==> src/cms_pkg.sv <==
// Overview of operation
// - control bit 0 lets the reference-failure flag raise the timing service output
// - control bit 1 lets either transmit slip flag raise the timing service output
// - control bit 3 lets either receive slip flag raise the timing service output
// - control bit 5 lets the timing-loss flag raise the timing service output
// - control bit 6 lets the out-of-sync flag raise the timing service output
// - writing one to control bit 2 snapshots live counts; stored level ignored
// - control bit 7 enables the timing-cell receive circuit
// - control bits 15:8 always read zero
// - status bit 0 latches reference failure; free-run follows it when field is 01
// - status flags 6:0 clear only by writing one; zero leaves them
// - status bit 1 latches transmit slip underrun
// - status bit 2 latches transmit slip overrun
// - status bits 3 and 4 latch receive slip underrun and overrun
// - status bit 5 latches timing loss only while timing-cell receive is enabled
// - status bit 6 sets only on entry into out-of-sync
// - status bit 15 is the OR of bits 6:0; bits 14:7 read zero
// - test force makes status bits 6:0 all read one
// - two-bit select picks divider, recovered clock, secondary or external reference
// - configuration bit 2 picks master or double-rate clock for the divider
// - bit 3 squares external input: rise gives output fall, other edge near half
// - bit 4 squares the secondary input, otherwise it passes unchanged
// - squared secondary input: rise passes as rise, fall placed at half duty
// - free-run field: 00 high, 01 follows failure flag, 1x low
package cms_pkg;
	// register offsets
	localparam logic [15:0] ADDR_CTRL = 16'h6080;
	localparam logic [15:0] ADDR_STAT = 16'h6082;
	localparam logic [15:0] ADDR_MCG = 16'h6090;
	localparam logic [15:0] ADDR_CNT0 = 16'h60a2;
	localparam logic [15:0] ADDR_CNT1 = 16'h60a4;
	localparam logic [15:0] ADDR_CNT2 = 16'h60a6;
	// control fields
	localparam int CTRL_REF_FAIL_IE = 0;
	localparam int CTRL_TX_IE = 1;
	localparam int CTRL_SNAPSHOT = 2;
	localparam int CTRL_RX_IE = 3;
	localparam int CTRL_LOSS_IE = 5;
	localparam int CTRL_SYNC_IE = 6;
	localparam int CTRL_TIM_EN = 7;
	localparam logic [7:0] CTRL_RESET = 8'h00;
	// status fields
	localparam int ST_REF_FAIL = 0;
	localparam int ST_TX_UND = 1;
	localparam int ST_TX_OVR = 2;
	localparam int ST_RX_UND = 3;
	localparam int ST_RX_OVR = 4;
	localparam int ST_LOSS = 5;
	localparam int ST_SYNC = 6;
	localparam logic [6:0] STAT_RESET = 7'h00;
	// master clock generation fields
	localparam int MCG_REF_SOURCE_SELECT_LSB = 0;
	localparam int MCG_DIV_SRC = 2;
	localparam int MCG_EXT_SQ = 3;
	localparam int MCG_SEC_SQ = 4;
	localparam int MCG_FREE_RUN_OUTPUT_LSB = 11;
	localparam logic [12:0] MCG_RESET = 13'h00c0;
	// reference select and free-run codes
	typedef enum logic [1:0] {
		REF_DIVIDER = 2'h0,
		REF_RECOVERED = 2'h1,
		REF_SECONDARY = 2'h2,
		REF_EXTERNAL = 2'h3
	} cms_ref_sel_t;
	localparam logic [1:0] FR_ALWAYS_ON = 2'h0;
	localparam logic [1:0] FR_FOLLOW_FAIL = 2'h1;
	// timing
	localparam int CLK_PERIOD_NS = 10;
	localparam int REF_FAIL_TIME_NS = 250000;
	localparam int REF_FAIL_CYCLES = REF_FAIL_TIME_NS / CLK_PERIOD_NS;
	localparam int SQ_CNT_W = 15;
	localparam int DIV_CNT_W = 15;
endpackage

==> src/cms_sq_if.sv <==
`timescale 1ns/100ps
// raw pulse in, squared wave out
interface cms_sq_if;
	logic pulseIn;
	logic squareOut;
	modport squarer (input pulseIn, output squareOut);
	modport user (output pulseIn, input squareOut);
endinterface

==> src/cms_squarer.sv <==
`timescale 1ns/100ps
module cms_squarer
	import cms_pkg::*;
#(
	parameter bit INVERT = 1'b0
)
(
	// clock and reset
	input wire logic core_clk,
	input wire logic rst_n,
	// pulse in, square out
	cms_sq_if.squarer sq
);
	logic prevIn, next_prevIn;
	logic outLvl, next_outLvl;
	logic [SQ_CNT_W-1:0] periodCnt, next_periodCnt;
	logic [SQ_CNT_W-1:0] halfPoint, next_halfPoint;
	logic rise;

	// rising edge restarts the period; the opposite edge lands on the last half period,
	// so it carries up to one clock of jitter while the rising edge carries none
	always_comb
	begin
		rise = sq.pulseIn & ~prevIn;
		next_prevIn = sq.pulseIn;
		next_periodCnt = periodCnt;
		next_halfPoint = halfPoint;
		next_outLvl = outLvl;
		if (rise)
		begin
			next_periodCnt = {{(SQ_CNT_W-1){1'b0}}, 1'b1};
			next_halfPoint = periodCnt >> 1;
			next_outLvl = ~INVERT;
		end
		else
		begin
			if (periodCnt != {SQ_CNT_W{1'b1}})
				next_periodCnt = periodCnt + 1'b1; // saturate, input stuck
			if (periodCnt == halfPoint)
				next_outLvl = INVERT;
		end
	end

	always_ff @(posedge core_clk)
	begin
		if (!rst_n)
		begin
			prevIn <= 1'b0;
			outLvl <= 1'b0;
			periodCnt <= '0;
			halfPoint <= '0;
		end
		else
		begin
			prevIn <= next_prevIn;
			outLvl <= next_outLvl;
			periodCnt <= next_periodCnt;
			halfPoint <= next_halfPoint;
		end
	end

	assign sq.squareOut = outLvl;
endmodule

==> src/cms_divider.sv <==
`timescale 1ns/100ps
module cms_divider
	import cms_pkg::*;
(
	// clock and reset
	input wire logic core_clk,
	input wire logic rst_n,
	// source ticks and ratio
	input wire logic srcTick,
	input wire logic [13:0] divValue,
	// divided reference
	output logic divOut
);
	logic [DIV_CNT_W-1:0] cnt, next_cnt;
	logic [DIV_CNT_W-1:0] ratio;
	logic next_divOut;

	// divide by value plus two; high for the first half of each cycle
	always_comb
	begin
		ratio = {1'b0, divValue} + 15'h0002;
		next_cnt = cnt;
		if (srcTick)
			next_cnt = (cnt >= ratio - 15'h0001) ? '0 : cnt + 1'b1;
		next_divOut = next_cnt < (ratio >> 1);
	end

	always_ff @(posedge core_clk)
	begin
		if (!rst_n)
		begin
			cnt <= '0;
			divOut <= 1'b0;
		end
		else
		begin
			cnt <= next_cnt;
			divOut <= next_divOut;
		end
	end
endmodule

==> src/cms_clock_module.sv <==
`timescale 1ns/100ps
module cms_clock_module
	import cms_pkg::*;
#(
	parameter int REF_FAIL_LIMIT = REF_FAIL_CYCLES
)
(
	// clock and reset
	input wire logic core_clk,
	input wire logic rst_n,
	// register port
	input wire logic [15:0] regAddr,
	input wire logic regWrEn,
	input wire logic [15:0] regWrData,
	input wire logic regRdEn,
	output logic [15:0] regRdData,
	// events from neighbouring logic, same clock
	input wire logic tsTxUnderrun,
	input wire logic tsTxOverrun,
	input wire logic tsRxUnderrun,
	input wire logic tsRxOverrun,
	input wire logic timingLossEvent,
	input wire logic syncLost,
	input wire logic flagTestForce,
	// live counts and divider ratio
	input wire logic [2:0][15:0] liveCount,
	input wire logic [13:0] dividerValue,
	// reference pins, asynchronous
	input wire logic secondary8kPin,
	input wire logic external8kPin,
	input wire logic recoveredCircuitClock,
	input wire logic doubleRateClockIn,
	// outputs
	output logic ref8kClock,
	output logic freeRunOutput,
	output logic chipTimingService,
	output logic timingCellRxEn,
	output logic countSnapshotStrobe,
	output logic [2:0][15:0] heldCount
);
	localparam int WW = $clog2(REF_FAIL_LIMIT + 1);

	// register and state storage
	logic [7:0] ctrl, next_ctrl;
	logic [6:0] flags, next_flags;
	logic [12:0] mcg, next_mcg;
	logic [3:0] sync1, sync2;
	logic [3:0] next_sync1, next_sync2;
	logic prevDbl, next_prevDbl;
	logic prevRef, next_prevRef;
	logic prevSync, next_prevSync;
	logic [WW-1:0] watchCnt, next_watchCnt;
	logic next_ref8kClock, next_freeRunOutput, next_service;
	logic next_snapshot;
	logic [2:0][15:0] next_heldCount;
	logic [15:0] next_regRdData;
	logic [6:0] setEv, clrMask, statView;
	logic failEvent, refRise, dblRise;
	logic divOut;
	cms_ref_sel_t ref_source_select;

	cms_sq_if extSq ();
	cms_sq_if secSq ();

	// true when a register write hits the given offset
	function automatic logic hit(input logic [15:0] addr, input logic [15:0] off);
		hit = (addr == off);
	endfunction

	// two-flop synchronisers for the pins
	always_comb
	begin
		next_sync1 = {doubleRateClockIn, recoveredCircuitClock, external8kPin,
			secondary8kPin};
		next_sync2 = sync1;
	end

	always_ff @(posedge core_clk)
	begin
		if (!rst_n)
		begin
			sync1 <= 4'h0;
			sync2 <= 4'h0;
		end
		else
		begin
			sync1 <= next_sync1;
			sync2 <= next_sync2;
		end
	end

	// squarers; external is inverted, secondary keeps polarity
	assign extSq.pulseIn = sync2[1];
	assign secSq.pulseIn = sync2[0];

	cms_squarer #(.INVERT(1'b1)) extSquarer (
		.core_clk(core_clk),
		.rst_n(rst_n),
		.sq(extSq.squarer)
	);

	cms_squarer #(.INVERT(1'b0)) secSquarer (
		.core_clk(core_clk),
		.rst_n(rst_n),
		.sq(secSq.squarer)
	);

	// divider runs on every master clock or on synchronised double-rate edges;
	// the double-rate clock is sampled, so it must stay well below half the master rate
	always_comb
	begin
		dblRise = sync2[3] & ~prevDbl;
		next_prevDbl = sync2[3];
	end

	cms_divider divider (
		.core_clk(core_clk),
		.rst_n(rst_n),
		.srcTick(mcg[MCG_DIV_SRC] ? dblRise : 1'b1),
		.divValue(dividerValue),
		.divOut(divOut)
	);

	// control register, write only stores the low byte
	always_comb
	begin
		next_ctrl = ctrl;
		if (regWrEn && hit(regAddr, ADDR_CTRL))
			next_ctrl = regWrData[7:0]; // upper byte dropped
		next_mcg = mcg;
		if (regWrEn && hit(regAddr, ADDR_MCG))
			next_mcg = regWrData[12:0];
	end

	always_ff @(posedge core_clk)
	begin
		if (!rst_n)
		begin
			ctrl <= CTRL_RESET;
			mcg <= MCG_RESET;
		end
		else
		begin
			ctrl <= next_ctrl;
			mcg <= next_mcg;
		end
	end

	// count snapshot fires on each write of one, whatever was stored before
	always_comb
	begin
		next_snapshot = regWrEn && hit(regAddr, ADDR_CTRL)
			&& regWrData[CTRL_SNAPSHOT];
		next_heldCount = heldCount;
		if (next_snapshot)
			next_heldCount = liveCount;
	end

	always_ff @(posedge core_clk)
	begin
		if (!rst_n)
		begin
			countSnapshotStrobe <= 1'b0;
			heldCount <= '0;
		end
		else
		begin
			countSnapshotStrobe <= next_snapshot;
			heldCount <= next_heldCount;
		end
	end

	assign timingCellRxEn = ctrl[CTRL_TIM_EN];

	// reference select mux with optional squaring
	always_comb
	begin
		ref_source_select = cms_ref_sel_t'(mcg[MCG_REF_SOURCE_SELECT_LSB +: 2]);
		case (ref_source_select)
			REF_DIVIDER: next_ref8kClock = divOut;
			REF_RECOVERED: next_ref8kClock = sync2[2];
			REF_SECONDARY: next_ref8kClock = mcg[MCG_SEC_SQ] ? secSq.squareOut
				: sync2[0];
			REF_EXTERNAL: next_ref8kClock = mcg[MCG_EXT_SQ] ? extSq.squareOut
				: sync2[1];
			default: next_ref8kClock = divOut;
		endcase
	end

	// failure watchdog: no rising reference edge within the limit;
	// it saturates so one outage gives one event, not a stream
	always_comb
	begin
		refRise = ref8kClock & ~prevRef;
		next_prevRef = ref8kClock;
		next_prevSync = syncLost;
		failEvent = 1'b0;
		next_watchCnt = watchCnt;
		if (refRise)
			next_watchCnt = '0;
		else if (watchCnt != WW'(REF_FAIL_LIMIT))
		begin
			next_watchCnt = watchCnt + 1'b1;
			failEvent = (watchCnt == WW'(REF_FAIL_LIMIT - 1));
		end
	end

	always_ff @(posedge core_clk)
	begin
		if (!rst_n)
		begin
			ref8kClock <= 1'b0;
			prevRef <= 1'b0;
			prevDbl <= 1'b0;
			prevSync <= 1'b0;
			watchCnt <= '0;
		end
		else
		begin
			ref8kClock <= next_ref8kClock;
			prevRef <= next_prevRef;
			prevDbl <= next_prevDbl;
			prevSync <= next_prevSync;
			watchCnt <= next_watchCnt;
		end
	end

	// sticky status flags; a set in the clearing cycle survives
	always_comb
	begin
		setEv = '0;
		setEv[ST_REF_FAIL] = failEvent;
		setEv[ST_TX_UND] = tsTxUnderrun;
		setEv[ST_TX_OVR] = tsTxOverrun;
		setEv[ST_RX_UND] = tsRxUnderrun;
		setEv[ST_RX_OVR] = tsRxOverrun;
		setEv[ST_LOSS] = timingLossEvent & ctrl[CTRL_TIM_EN];
		setEv[ST_SYNC] = syncLost & ~prevSync; // entry only
		clrMask = '0;
		if (regWrEn && hit(regAddr, ADDR_STAT))
			clrMask = regWrData[6:0]; // ones clear, zeros
		next_flags = (flags & ~clrMask) | setEv;
	end

	always_ff @(posedge core_clk)
	begin
		if (!rst_n)
			flags <= STAT_RESET;
		else
			flags <= next_flags;
	end

	// test force overrides the visible flags, the stored ones are untouched
	assign statView = flags | {7{flagTestForce}};

	// service summary and free-run pin
	always_comb
	begin
		next_service = (ctrl[CTRL_REF_FAIL_IE] & statView[ST_REF_FAIL])
			| (ctrl[CTRL_TX_IE] & (statView[ST_TX_UND] | statView[ST_TX_OVR]))
			| (ctrl[CTRL_RX_IE] & (statView[ST_RX_UND] | statView[ST_RX_OVR]))
			| (ctrl[CTRL_LOSS_IE] & statView[ST_LOSS])
			| (ctrl[CTRL_SYNC_IE] & statView[ST_SYNC]);
		case (mcg[MCG_FREE_RUN_OUTPUT_LSB +: 2])
			FR_ALWAYS_ON: next_freeRunOutput = 1'b1;
			FR_FOLLOW_FAIL: next_freeRunOutput = flags[ST_REF_FAIL];
			default: next_freeRunOutput = 1'b0;
		endcase
	end

	always_ff @(posedge core_clk)
	begin
		if (!rst_n)
		begin
			chipTimingService <= 1'b0;
			freeRunOutput <= 1'b1;
		end
		else
		begin
			chipTimingService <= next_service;
			freeRunOutput <= next_freeRunOutput;
		end
	end

	// read data, registered; unmapped offsets read zero
	always_comb
	begin
		next_regRdData = regRdData;
		if (regRdEn)
		begin
			case (regAddr)
				ADDR_CTRL: next_regRdData = {8'h00, ctrl};
				ADDR_STAT: next_regRdData = {|statView, 8'h00, statView};
				ADDR_MCG: next_regRdData = {3'h0, mcg};
				ADDR_CNT0: next_regRdData = heldCount[0];
				ADDR_CNT1: next_regRdData = heldCount[1];
				ADDR_CNT2: next_regRdData = heldCount[2];
				default: next_regRdData = 16'h0000;
			endcase
		end
	end

	always_ff @(posedge core_clk)
	begin
		if (!rst_n)
			regRdData <= 16'h0000;
		else
			regRdData <= next_regRdData;
	end
endmodule

==> config.mk <==
export PLATFORM = sky130hd
export DESIGN_NAME = cms_clock_module
export DESIGN_NICKNAME = d
export VERILOG_FILES = /design/src/cms_pkg.sv /design/src/cms_sq_if.sv /design/src/cms_squarer.sv /design/src/cms_divider.sv /design/src/cms_clock_module.sv
export SDC_FILE = /design/constraint.sdc
export NUM_CORES = 1
export LEC_CHECK = 0
export BUFFER_PORTS_ARGS = -buffer_cell sky130_fd_sc_hd__buf_2
export CAP_MARGIN = 10
export CORE_MARGIN = 4
export CORE_UTILIZATION = 45
export DETAILED_ROUTE_END_ITERATION = 7
export PLACE_DENSITY = 0.66
export SLEW_MARGIN = 20
export SYNTH_ARGS = -nofsm -noshare
export SYNTH_HDL_FRONTEND = slang
export SYNTH_HIERARCHICAL = 1
export SYNTH_SLANG_ARGS = --single-unit
==> constraint.sdc <==
create_clock -name core_clk -period 7.7 [get_ports core_clk]
set_clock_uncertainty 0.05 [all_clocks]
set_input_delay 1.155 -clock core_clk [delete_from_list [all_inputs] [get_ports core_clk]]
set_output_delay 1.155 -clock core_clk [all_outputs]
set_load 0.02 [all_outputs]
==> flow_metrics.env, run 1 <==
export IMPL_die_y_um=162
export IMPL_cts_repair_resized=0
export IMPL_port_buffers=174
export IMPL_finalMaxSlewViolations=0
export IMPL_synth_area_sq_um=10700
export IMPL_synth_fp_nets=1365
export IMPL_fin_total_pwr_mw=2.15
export IMPL_setup_viol=0
export IMPL_worstPathMaxFanout=23
export IMPL_internal_power_mw=1.59
export IMPL_drive_gt1_frac=0.227
export IMPL_clk_path_buf_depth=2
export IMPL_top_layer="met5"
export IMPL_period_share=0.730
export IMPL_slowest_delay_ps=680
export IMPL_viasPerCell=5.72
export IMPL_grt_pass1_wl_um=46400
export IMPL_design_area_sq_um=12200
export IMPL_leakage_nw=4.63
export IMPL_start_kind="input port"
export IMPL_layoutNonFillerInstCount=1658
export IMPL_synthFlopType="dfxtp_1"
export IMPL_grt_max_degree=78
export IMPL_dp_hpwl_um=20600
export IMPL_cts_sinks=200
export IMPL_critical_path_required_ps=7990
export IMPL_relSlewSlack=0.303
export IMPL_path_clk_slew_ps=80
export IMPL_place_area_sq_um=11600
export IMPL_drtIter0Drc=880
export IMPL_synth_edf_count=0
export IMPL_hold_violations=0
export IMPL_pwr_density_cell_nw_per_um2=177
export IMPL_synth_distinct_cells=75
export IMPL_end_kind="register"
export IMPL_setup_tns_ps=0
export IMPL_seqPwrFrac=0.492
export IMPL_drcViolationCount=0
export IMPL_sw_frac_of_total=0.264
export IMPL_timing_critical_path_buf_inv=1
export IMPL_post_cts_buffers=0
export IMPL_p_comb_frac=0.085
export IMPL_clkPwrFrac=0.423
export IMPL_synth_seq_cells=200
export IMPL_root_buffer="clkbuf_16"
export IMPL_fp_dieW_um=162
export IMPL_finalWorstPathRequiredPeriod_ps=5620
export IMPL_num_io_pins=178
export IMPL_drv_cap=0
export IMPL_synth_top_area_cell="dfxtp_1"
export IMPL_grt_remaining_overflow=0
export IMPL_hold_ws_ps=388
export IMPL_switchingPower_mw=0.568
export IMPL_antenna_found_initial=3
export IMPL_routabilityCongestion=0.858
export IMPL_netlist_area_leader_share=0.374
export IMPL_peakVddDrop_mv=0.158
export IMPL_async_reset_ff_frac=0
export IMPL_ctsHoldBuffers=0
export IMPL_wl_per_cell_um=17.8
export IMPL_wl_met2_um=13400
export IMPL_worst_pin_slew_ps=1040
export IMPL_globalRouteTotalUtil=0.215
export IMPL_rsz0062_at_grt="no"
export IMPL_nNetsFinal=1469
export IMPL_num_rows=56
export IMPL_yosys_top_cells_area="dfxtp_1, a21oi_1, o31ai_2, ha_1, nand4_1"
export IMPL_cp_common_cell="ha_1"
export IMPL_status="finished clean"
export IMPL_seq_area_frac_synth=0.374
export IMPL_cp_cell_sequence="buf_2, ha_1, and4_1, nor3_1, a2111oi_4, nand4_2, xnor2_1, a31oi_1, ha_1, nand4_1, o31ai_1, o21a_1, nor2_1, ha_1, a21o_1, a21o_1, a21oi_1, o221ai_1, a211oi_1"
export IMPL_path_class="in2reg"
export IMPL_crit_family="compound AO/OA/AOI/OAI gates"
export IMPL_grt_pass1_vias=8744
export IMPL_m1WireLength_um=13700
export IMPL_fillCellCount=2265
export IMPL_fmax_mhz=178
export IMPL_initial_utilization=0.457
export IMPL_wirelength_um=29500
export IMPL_vias=9485
export IMPL_avgSynthCellArea_sq_um=8.78
export IMPL_first_pass_iters=5
export IMPL_clk_latency_ps=440
export IMPL_ys_warn_count=6
export IMPL_crit_slowest_cell="o21a_1"
export IMPL_antenna_left=0
export IMPL_hp_class="reg2reg"
export IMPL_met3_length_um=1720
export IMPL_arrival_ps=5920
export IMPL_cts_tree="yes"
export IMPL_cts_max_level=4
export IMPL_fp_dieArea_sq_um=26300
export IMPL_cts_made_buffers=17
export IMPL_syn_inst=1220
export IMPL_place_inst=1624
export IMPL_core_area_sq_um=23500
export IMPL_syn_to_final_growth_pct=13.8
logic make-up after synthesis:
group                    Yosys count  share of synthesized area
buffers and inverters            125                     0.0544
multiplexers                      26                     0.0270
XOR/XNOR                          89                     0.0734
flip-flops                       200                      0.374
AO/OA/AOI/OAI                    319                      0.210
AND/OR/NAND/NOR                  425                      0.220
adder cells (fa/ha/maj)           36                     0.0420
cell usage in the layout, fill, tap and decap left out, drive strengths merged, types with 18 or more instances in the layout:
| cell type | synthesis | routed |
|---|---|---|
| ha | 36 | 36 |
| clkbuf | 69 | 18 |
| and2 | 19 | 19 |
| dfxtp | 200 | 200 |
| nand2 | 103 | 103 |
| nor4 | 21 | 21 |
| o21ai | 56 | 56 |
| a21oi | 112 | 112 |
| inv | 25 | 32 |
| nor2 | 59 | 59 |
| xnor2 | 42 | 42 |
| o31ai | 53 | 53 |
| buf | 30 | 184 |
| nand4 | 73 | 73 |
| nand3 | 48 | 48 |
| xor2 | 47 | 47 |
synthesized netlist by cell type (17+ instances only):
master    instances
nand3_1          47
ha_1             36
and2_1           19
inv_1            23
nor2_1           59
nor3_1           17
a21oi_1         112
nand2_1         103
o21ai_0          41
xor2_1           46
o31ai_2          40
xnor2_1          42
clkbuf_1         68
nand4_1          72
dfxtp_1         200
power by group through the flow:
stage | registers, mW | clock network [mW] | logic (mW)
after detailed placement | 1.08 | 0 | 0.181
after floorplan | 1.08 | 0 | 0.116
after global placement | 1.08 | 0 | 0.178
final | 1.06 | 0.911 | 0.183
after CTS | 1.06 | 0.929 | 0.182
after global routing | 1.06 | 0.972 | 0.201
metal layers:
metal	up-vias	global-route usage
li1	4695	-
met1	4498	0.310
met2	244	0.326
met3	42	0.0447
met4	6	0.0650
met5	-	0
per-stage QoR:
| stage | worst slack [ps] | utilization |
|---|---|---|
| 3_5_place_dp | 1580 | 0.494 |
| 2_1_floorplan | 2760 | - |
| 5_1_grt | 1620 | 0.519 |
| 3_3_place_gp | 1700 | 0.494 |
| 4_1_cts | 2030 | 0.519 |
| 6_report | 2080 | 0.520 |
final timing paths:
kind / startpoint / endpoint / slack (ps) / cells past startpoint
worst min register to register: next_sync2[0] / sync2[0] / 390 / 1
worst max register to register: divider/cnt[0] / divider/divOut / 3890 / 14
worst max-delay path: dividerValue[1] / divider/divOut / 2080 / 19
worst min-delay path: next_sync2[0] / sync2[0] / 390 / 1
registers in the layout, summed over array words and instances, names as in the netlist, 4 cells and up:
register / cells
ctrl: 8
divider/cnt: 15
extSquarer/halfPoint: 14
extSquarer/periodCnt: 15
flags: 7
heldCount: 48
mcg: 13
next_sync2: 4
regRdData: 16
secSquarer/halfPoint: 14
secSquarer/periodCnt: 15
sync2: 4
watchCnt: 15
area by class of cell:
class	count	area (sq um)	share of cell area
multi-input cells	895	6150	0.504
flip-flops and latches	200	4000	0.328
repair buffers	184	946	0.0775
clock buffers	18	439	0.0360
well taps	319	399	0.0327
clock inverters	14	160	0.0131
inverters	26	97.6	0.00800
diodes	2	5.00	0.000410
Note: power is estimated with default switching activity, not from simulation.
==> run 2: changes to the inputs <==
--- a/config.mk
+++ b/config.mk
@@ -5,12 +5,13 @@
 export SDC_FILE = /design/constraint.sdc
 export NUM_CORES = 1
 export LEC_CHECK = 0
+export ABC_AREA = 1
 export BUFFER_PORTS_ARGS = -buffer_cell sky130_fd_sc_hd__buf_2
 export CAP_MARGIN = 10
 export CORE_MARGIN = 4
 export CORE_UTILIZATION = 45
 export DETAILED_ROUTE_END_ITERATION = 7
-export PLACE_DENSITY = 0.66
+export PLACE_DENSITY = 0.69
 export SLEW_MARGIN = 20
 export SYNTH_ARGS = -nofsm -noshare
 export SYNTH_HDL_FRONTEND = slang
==> constraint.sdc (replaced) <==
create_clock -name core_clk -period 5.15 [get_ports core_clk]
set_clock_uncertainty 0.05 [all_clocks]
set_input_delay 0.7725 -clock core_clk [delete_from_list [all_inputs] [get_ports core_clk]]
set_output_delay 0.7725 -clock core_clk [all_outputs]
set_load 0.02 [all_outputs]
==> run 2 against run 1 <==
  * Highest routed layer is now met4
  * Routed wire length down 4.5%
  * Critical path depth is 7 higher
  * Critical path type unchanged
  * Synthesized cell count rose by 28%
  * Cell area up 0.66%
  * Power increased by 48%
==> flow_metrics.env, run 2 <==
export IMPL_yosysMostFrequentCell="nand2_1"
export IMPL_cts_made_buffers=17
export IMPL_largest_register="heldCount"
export IMPL_finalWorstPathRequiredPeriod_ps=4130
export IMPL_num_rows=56
export IMPL_regArea_sq_um=4000
export IMPL_grt_max_degree=67
export IMPL_drv_cap=0
export IMPL_vias=10200
export IMPL_peakVddDrop_mv=0.159
export IMPL_rsz0062_at_grt="no"
export IMPL_rr_endpoint="divider/divOut"
export IMPL_holdCritStartpoint="next_sync2[2]"
export IMPL_diodes=0
export IMPL_initial_utilization=0.455
export IMPL_synth_top_area_cell="dfxtp_1"
export IMPL_core_area_sq_um=23400
export IMPL_drtIter0Drc=760
export IMPL_synth_area_sq_um=10600
export IMPL_fp_dieW_um=162
export IMPL_syn_inst=1561
export IMPL_fillCellCount=2423
export IMPL_place_inst=2011
export IMPL_hold_violations=0
export IMPL_layout_common_cells="nand2_1, inv_1, dfxtp_1, buf_2, nor2_1"
export IMPL_r2r_cells=17
export IMPL_relSlewSlack=0.309
export IMPL_rrSetupSlack_ps=2410
export IMPL_grt_pass1_vias=9442
export IMPL_ys_warn_count=6
export IMPL_setup_tns_ps=0
export IMPL_cts_sinks=200
export IMPL_nNetsFinal=1856
export IMPL_cts_max_level=4
export IMPL_critical_path_required_ps=5470
export IMPL_cts_repair_resized=0
export IMPL_antenna_left=0
export IMPL_fp_dieArea_sq_um=26200
export IMPL_synthFlopType="dfxtp_1"
export IMPL_seq_area_frac_synth=0.376
export IMPL_synth_fp_nets=1706
export IMPL_status="finished clean"
export IMPL_antenna_found_initial=0
export IMPL_wl_per_cell_um=13.8
export IMPL_arrival_ps=4440
export IMPL_die_y_um=162
export IMPL_path_class="in2reg"
export IMPL_yosys_top_cells_area="dfxtp_1, nand2_1, inv_1, a21oi_1, nor2_1"
export IMPL_clk_latency_ps=440
export IMPL_start_kind="input port"
export IMPL_period_share=0.801
export IMPL_routabilityCongestion=0.925
export IMPL_r2r_start="divider/cnt[4]"
export IMPL_port_buffers=174
export IMPL_viasPerCell=5.01
export IMPL_root_buffer="clkbuf_16"
export IMPL_startpoint="dividerValue[1]"
export IMPL_worst_pin_slew_ps=1040
export IMPL_clkPwrFrac=0.410
export IMPL_leakage_nw=5.65
export IMPL_setup_viol=0
export IMPL_pwr_density_cell_nw_per_um2=260
export IMPL_yosys_top_cells_count="nand2_1, inv_1, dfxtp_1, nor2_1, a21oi_1"
export IMPL_end_kind="register"
export IMPL_worstHoldPathCells=2
export IMPL_multi_input_area_sq_um=5530
export IMPL_num_io_pins=178
export IMPL_async_reset_ff_frac=0
export IMPL_grt_pass1_wl_um=45500
export IMPL_internal_power_mw=2.33
export IMPL_synth_seq_cells=200
export IMPL_largest_reg_flops=48
export IMPL_worstPathMaxFanout=16
export IMPL_min_to="sync2[2]"
export IMPL_p_comb_frac=0.089
export IMPL_ctsHoldBuffers=0
export IMPL_sw_frac_of_total=0.270
export IMPL_drive_gt1_frac=0.158
export IMPL_switchingPower_mw=0.860
export IMPL_globalRouteTotalUtil=0.209
export IMPL_first_pass_iters=5
export IMPL_netlist_area_leader_share=0.376
export IMPL_synth_distinct_cells=44
export IMPL_clk_path_buf_depth=2
export IMPL_post_cts_buffers=0
export IMPL_finalMaxSlewViolations=0
export IMPL_avgSynthCellArea_sq_um=6.82
export IMPL_syn_to_final_growth_pct=15.3
export IMPL_hp_class="reg2reg"
export IMPL_path_clk_slew_ps=80
export IMPL_wirelength_um=28200
export IMPL_seqPwrFrac=0.501
export IMPL_top_regs="heldCount: 48 flops, regRdData: 16 flops"
export IMPL_cts_tree="yes"
export IMPL_final_common_cell="nand2_1"
export IMPL_layoutNonFillerInstCount=2043
export IMPL_dp_hpwl_um=21800
export IMPL_grt_remaining_overflow=0
export IMPL_synth_edf_count=0
export IMPL_drcViolationCount=0
export IMPL_fmax_mhz=242
==> run 2: cell families after synthesis <==
kind of cell / synth area share
AO/OA/AOI/OAI: 0.158
multiplexers: 0.000940
flip-flops: 0.376
XOR/XNOR: 0.0254
buffers and inverters: 0.105
adder cells (fa/ha/maj): 0.0423
AND/OR/NAND/NOR: 0.293
==> run 2: critical path, cell delays in order <==
cell and delay (ps):
buf_2 120, ha_1 230, nand2_1 90, xor2_1 340
nand3_1 130, inv_1 110, nand2_1 80, nor3_1 200
xor2_1 230, ha_1 280, nand2_1 90, nor2_1 40
nand2_1 90, nor2_1 60, nor2_1 80, nand3_1 80
nand2_1 110, inv_1 70, buf_4 190, nor3_1 250
ha_1 300, a21oi_1 150, nand2_1 80, nand2_1 60
nand2_1 80, a21oi_1 150
==> run 2: layer usage <==
layer / track usage / share of wire
met5: 0 / 0
met4: 0.0688 / 0.019
met3: 0.0310 / 0.044
met2: 0.336 / 0.46
met1: 0.291 / 0.47
==> run 2: worst max path at each step <==
stage | end | slack (ps) | cells after the start
after floorplan | divider/divOut | 1110 | 31
after global placement | divider/divOut | 670 | 26
after detailed placement | divider/divOut | 560 | 32
final | divider/divOut | 1020 | 26
after global routing | divider/divOut | 580 | 32
after CTS | divider/divOut | 1010 | 32
==> run 2: metrics by stage <==
stage | hold WS, ps | power (mW) | area, sq um | util | worst slack, ps
CTS | 368 | 3.22 | 12300 | 0.525 | 1010
finish | 367 | 3.19 | 12300 | 0.525 | 1020
floorplan | 340 | 1.81 | 10600 | - | 1110
global route | 392 | 3.32 | 12300 | 0.525 | 579
global placement | 352 | 1.91 | 11700 | 0.500 | 667
detailed placement | 350 | 1.92 | 11700 | 0.500 | 563
==> run 2: power by group through the flow <==
stage / Sequential, mW / Combinational (mW) / Clock (mW)
after detailed placement: 1.64 / 0.282 / 0
after floorplan: 1.63 / 0.178 / 0
after global routing: 1.60 / 0.323 / 1.39
after global placement: 1.64 / 0.275 / 0
final: 1.60 / 0.283 / 1.31
after CTS: 1.60 / 0.284 / 1.33
==> run 2: area by class of cell <==
type | count | share of cell area
flip-flops and latches | 200 | 0.326
well taps | 319 | 0.0325
clock inverters | 15 | 0.0125
multi-input cells | 1086 | 0.450
repair buffers | 179 | 0.0742
clock buffers | 17 | 0.0346
inverters | 227 | 0.0696
==> run 3: changes to the inputs <==
--- a/config.mk
+++ b/config.mk
@@ -5,13 +5,13 @@
 export SDC_FILE = /design/constraint.sdc
 export NUM_CORES = 1
 export LEC_CHECK = 0
-export ABC_AREA = 1
+export ABC_AREA = 0
 export BUFFER_PORTS_ARGS = -buffer_cell sky130_fd_sc_hd__buf_2
 export CAP_MARGIN = 10
 export CORE_MARGIN = 4
 export CORE_UTILIZATION = 45
 export DETAILED_ROUTE_END_ITERATION = 7
-export PLACE_DENSITY = 0.69
+export PLACE_DENSITY = 0.66
 export SLEW_MARGIN = 20
 export SYNTH_ARGS = -nofsm -noshare
 export SYNTH_HDL_FRONTEND = slang
==> constraint.sdc (replaced) <==
create_clock -name core_clk -period 4.1 [get_ports core_clk]
set_clock_uncertainty 0.05 [all_clocks]
set_input_delay 0.615 -clock core_clk [delete_from_list [all_inputs] [get_ports core_clk]]
set_output_delay 0.615 -clock core_clk [all_outputs]
set_load 0.02 [all_outputs]
==> run 3 against run 2 <==
  * Combinational power increased by 36%
  * Cell area is 4.0% higher
  * Utilization up 2.0 points
  * Cell count shrank 16%
  * Power rose by 28%
  * Sequential share of layout area decreased by 1.3 points
  * Worst hold slack lost 36 ps
==> flow_metrics.env, run 3 (synthesized netlist as in run 1, its figures left out) <==
export IMPL_grt_pass1_wl_um=46900
export IMPL_globalRouteTotalUtil=0.219
export IMPL_relSlewSlack=0.356
export IMPL_grt_pass1_vias=8816
export IMPL_hold_violations=0
export IMPL_die_y_um=162
export IMPL_viasPerCell=5.72
export IMPL_period_share=0.979
export IMPL_layoutNonFillerInstCount=1711
export IMPL_wl_per_cell_um=17.5
export IMPL_setup_slack_ps=86.5
export IMPL_cts_tree="yes"
export IMPL_final_util=0.544
export IMPL_clk_latency_ps=440
export IMPL_clk_path_buf_depth=2
export IMPL_fmax_mhz=249
export IMPL_cts_sinks=200
export IMPL_wirelength_um=29900
export IMPL_first_pass_iters=5
export IMPL_crit_family="compound AO/OA/AOI/OAI gates"
export IMPL_grt_remaining_overflow=0
export IMPL_timing_critical_path_buf_inv=4
export IMPL_start_kind="input port"
export IMPL_setup_tns_ps=0
export IMPL_critical_path_required_ps=4360
export IMPL_grt_max_degree=77
export IMPL_syn_to_final_growth_pct=19.2
export IMPL_pwr_density_cell_nw_per_um2=320
export IMPL_fillCellCount=2215
export IMPL_finalWorstPathRequiredPeriod_ps=4010
export IMPL_end_kind="register"
export IMPL_fp_dieW_um=162
export IMPL_root_buffer="clkbuf_16"
export IMPL_routabilityCongestion=0.873
export IMPL_setup_viol=0
export IMPL_path_clk_slew_ps=80
export IMPL_path_class="in2reg"
export IMPL_core_area_sq_um=23500
export IMPL_cts_max_level=4
export IMPL_antenna_left=0
export IMPL_nNetsFinal=1523
export IMPL_crit_slowest_cell="a2111oi_4"
export IMPL_layout_common_cells="dfxtp_1, buf_2, a21oi_1, nand2_1, nand4_1"
export IMPL_largest_reg_flops=48
export IMPL_drive_gt1_frac=0.272
export IMPL_peakVddDrop_mv=0.279
export IMPL_hp_class="in2reg"
export IMPL_place_inst=1675
export IMPL_num_io_pins=178
export IMPL_place_ws_ps=-535
export IMPL_initial_utilization=0.457
export IMPL_cts_made_buffers=17
export IMPL_finalMaxSlewViolations=0
export IMPL_leakage_nw=4.92
export IMPL_num_rows=56
export IMPL_rsz0062_at_grt="yes"
export IMPL_arrival_ps=4280
export IMPL_dp_hpwl_um=21100
export IMPL_drtIter0Drc=829
export IMPL_fp_dieArea_sq_um=26300
export IMPL_slowest_delay_ps=400
export IMPL_vias=9780
export IMPL_drv_cap=0
export IMPL_status="finished clean"
export IMPL_drcViolationCount=0
export IMPL_top_regs="heldCount: 48 flops, regRdData: 16 flops"
export IMPL_port_buffers=174
export IMPL_cp_cell_sequence="buf_2, and3_4, a211o_1, a2111oi_4, nand4_2, xnor2_1, a31oi_1, ha_1, nand4_1, o31ai_4, o21a_4, buf_6, nor2_4, ha_4, nand4_1, buf_4, buf_4, nor3_1, a211oi_2"
export IMPL_ctsHoldBuffers=0
export IMPL_largest_register="heldCount"
export IMPL_antenna_found_initial=6
export IMPL_final_common_cell="dfxtp_1"
export IMPL_worstPathMaxFanout=7
export IMPL_worst_pin_slew_ps=964
==> run 3: cell count changes in the layout (fill, tap and decap cells not counted), sizes merged, moves of 36 or more <==
| cell | before | now |
|---|---|---|
| nand2 | 348 | 103 |
| inv | 232 | 31 |
| nor2 | 190 | 59 |
| o21ai | 151 | 56 |
| buf | 179 | 238 |
| nand4 | 22 | 73 |
| o31ai | 2 | 53 |
| a21oi | 148 | 112 |
==> run 3: per-stage QoR <==
step	instance area, sq um	hold slack (ps)	power [mW]
4_1_cts	12700	321	4.10
3_3_place_gp	12000	369	2.40
6_report	12800	331	4.09
2_1_floorplan	10800	360	2.25
3_5_place_dp	12000	370	2.41
5_1_grt	12800	327	4.23
==> run 3: layout make-up <==
class / instances / area [sq um] / area share
flip-flops and latches: 200 / 4000 / 0.313
multi-input cells: 895 / 6310 / 0.494
clock buffers: 18 / 429 / 0.0336
inverters: 26 / 97.6 / 0.00764
clock inverters: 14 / 165 / 0.0129
repair buffers: 238 / 1370 / 0.107
well taps: 319 / 399 / 0.0312
diodes: 1 / 2.50 / 0.000196
==> run 3: what timing repair did <==
action	in CTS	in global routing
gates resized for setup	12	17
buffers inserted	0	3
endpoints found under the setup margin	1	1
pin swaps	18	19
hold endpoints to repair	0	0
==> run 3: routing by layer <==
metal / wire length, um / vias to the layer above / track usage
met2: 13500 / 261 / 0.332
met4: 765 / 10 / 0.0688
met1: 13700 / 4658 / 0.310
met3: 1830 / 63 / 0.0495
met5: 52 / - / 0
li1: - / 4788 / -
==> run 3: worst paths after layout <==
check	cells after the start	startpoint	slack, ps	endpoint
worst max-delay path	19	dividerValue[3]	90	divider/divOut
worst max register to register	13	divider/cnt[4]	1210	divider/divOut
worst min-delay path	2	doubleRateClockIn	330	next_sync2[3]
worst min register to register	1	next_sync2[2]	380	sync2[2]
==> run 3: where the power goes <==
part	switching [mW]	total (mW)	internal (mW)	leakage (nW)
clock network	0.793	1.71	0.917	0.286
registers	0.0246	1.99	1.97	1.62
logic	0.225	0.384	0.159	3.01
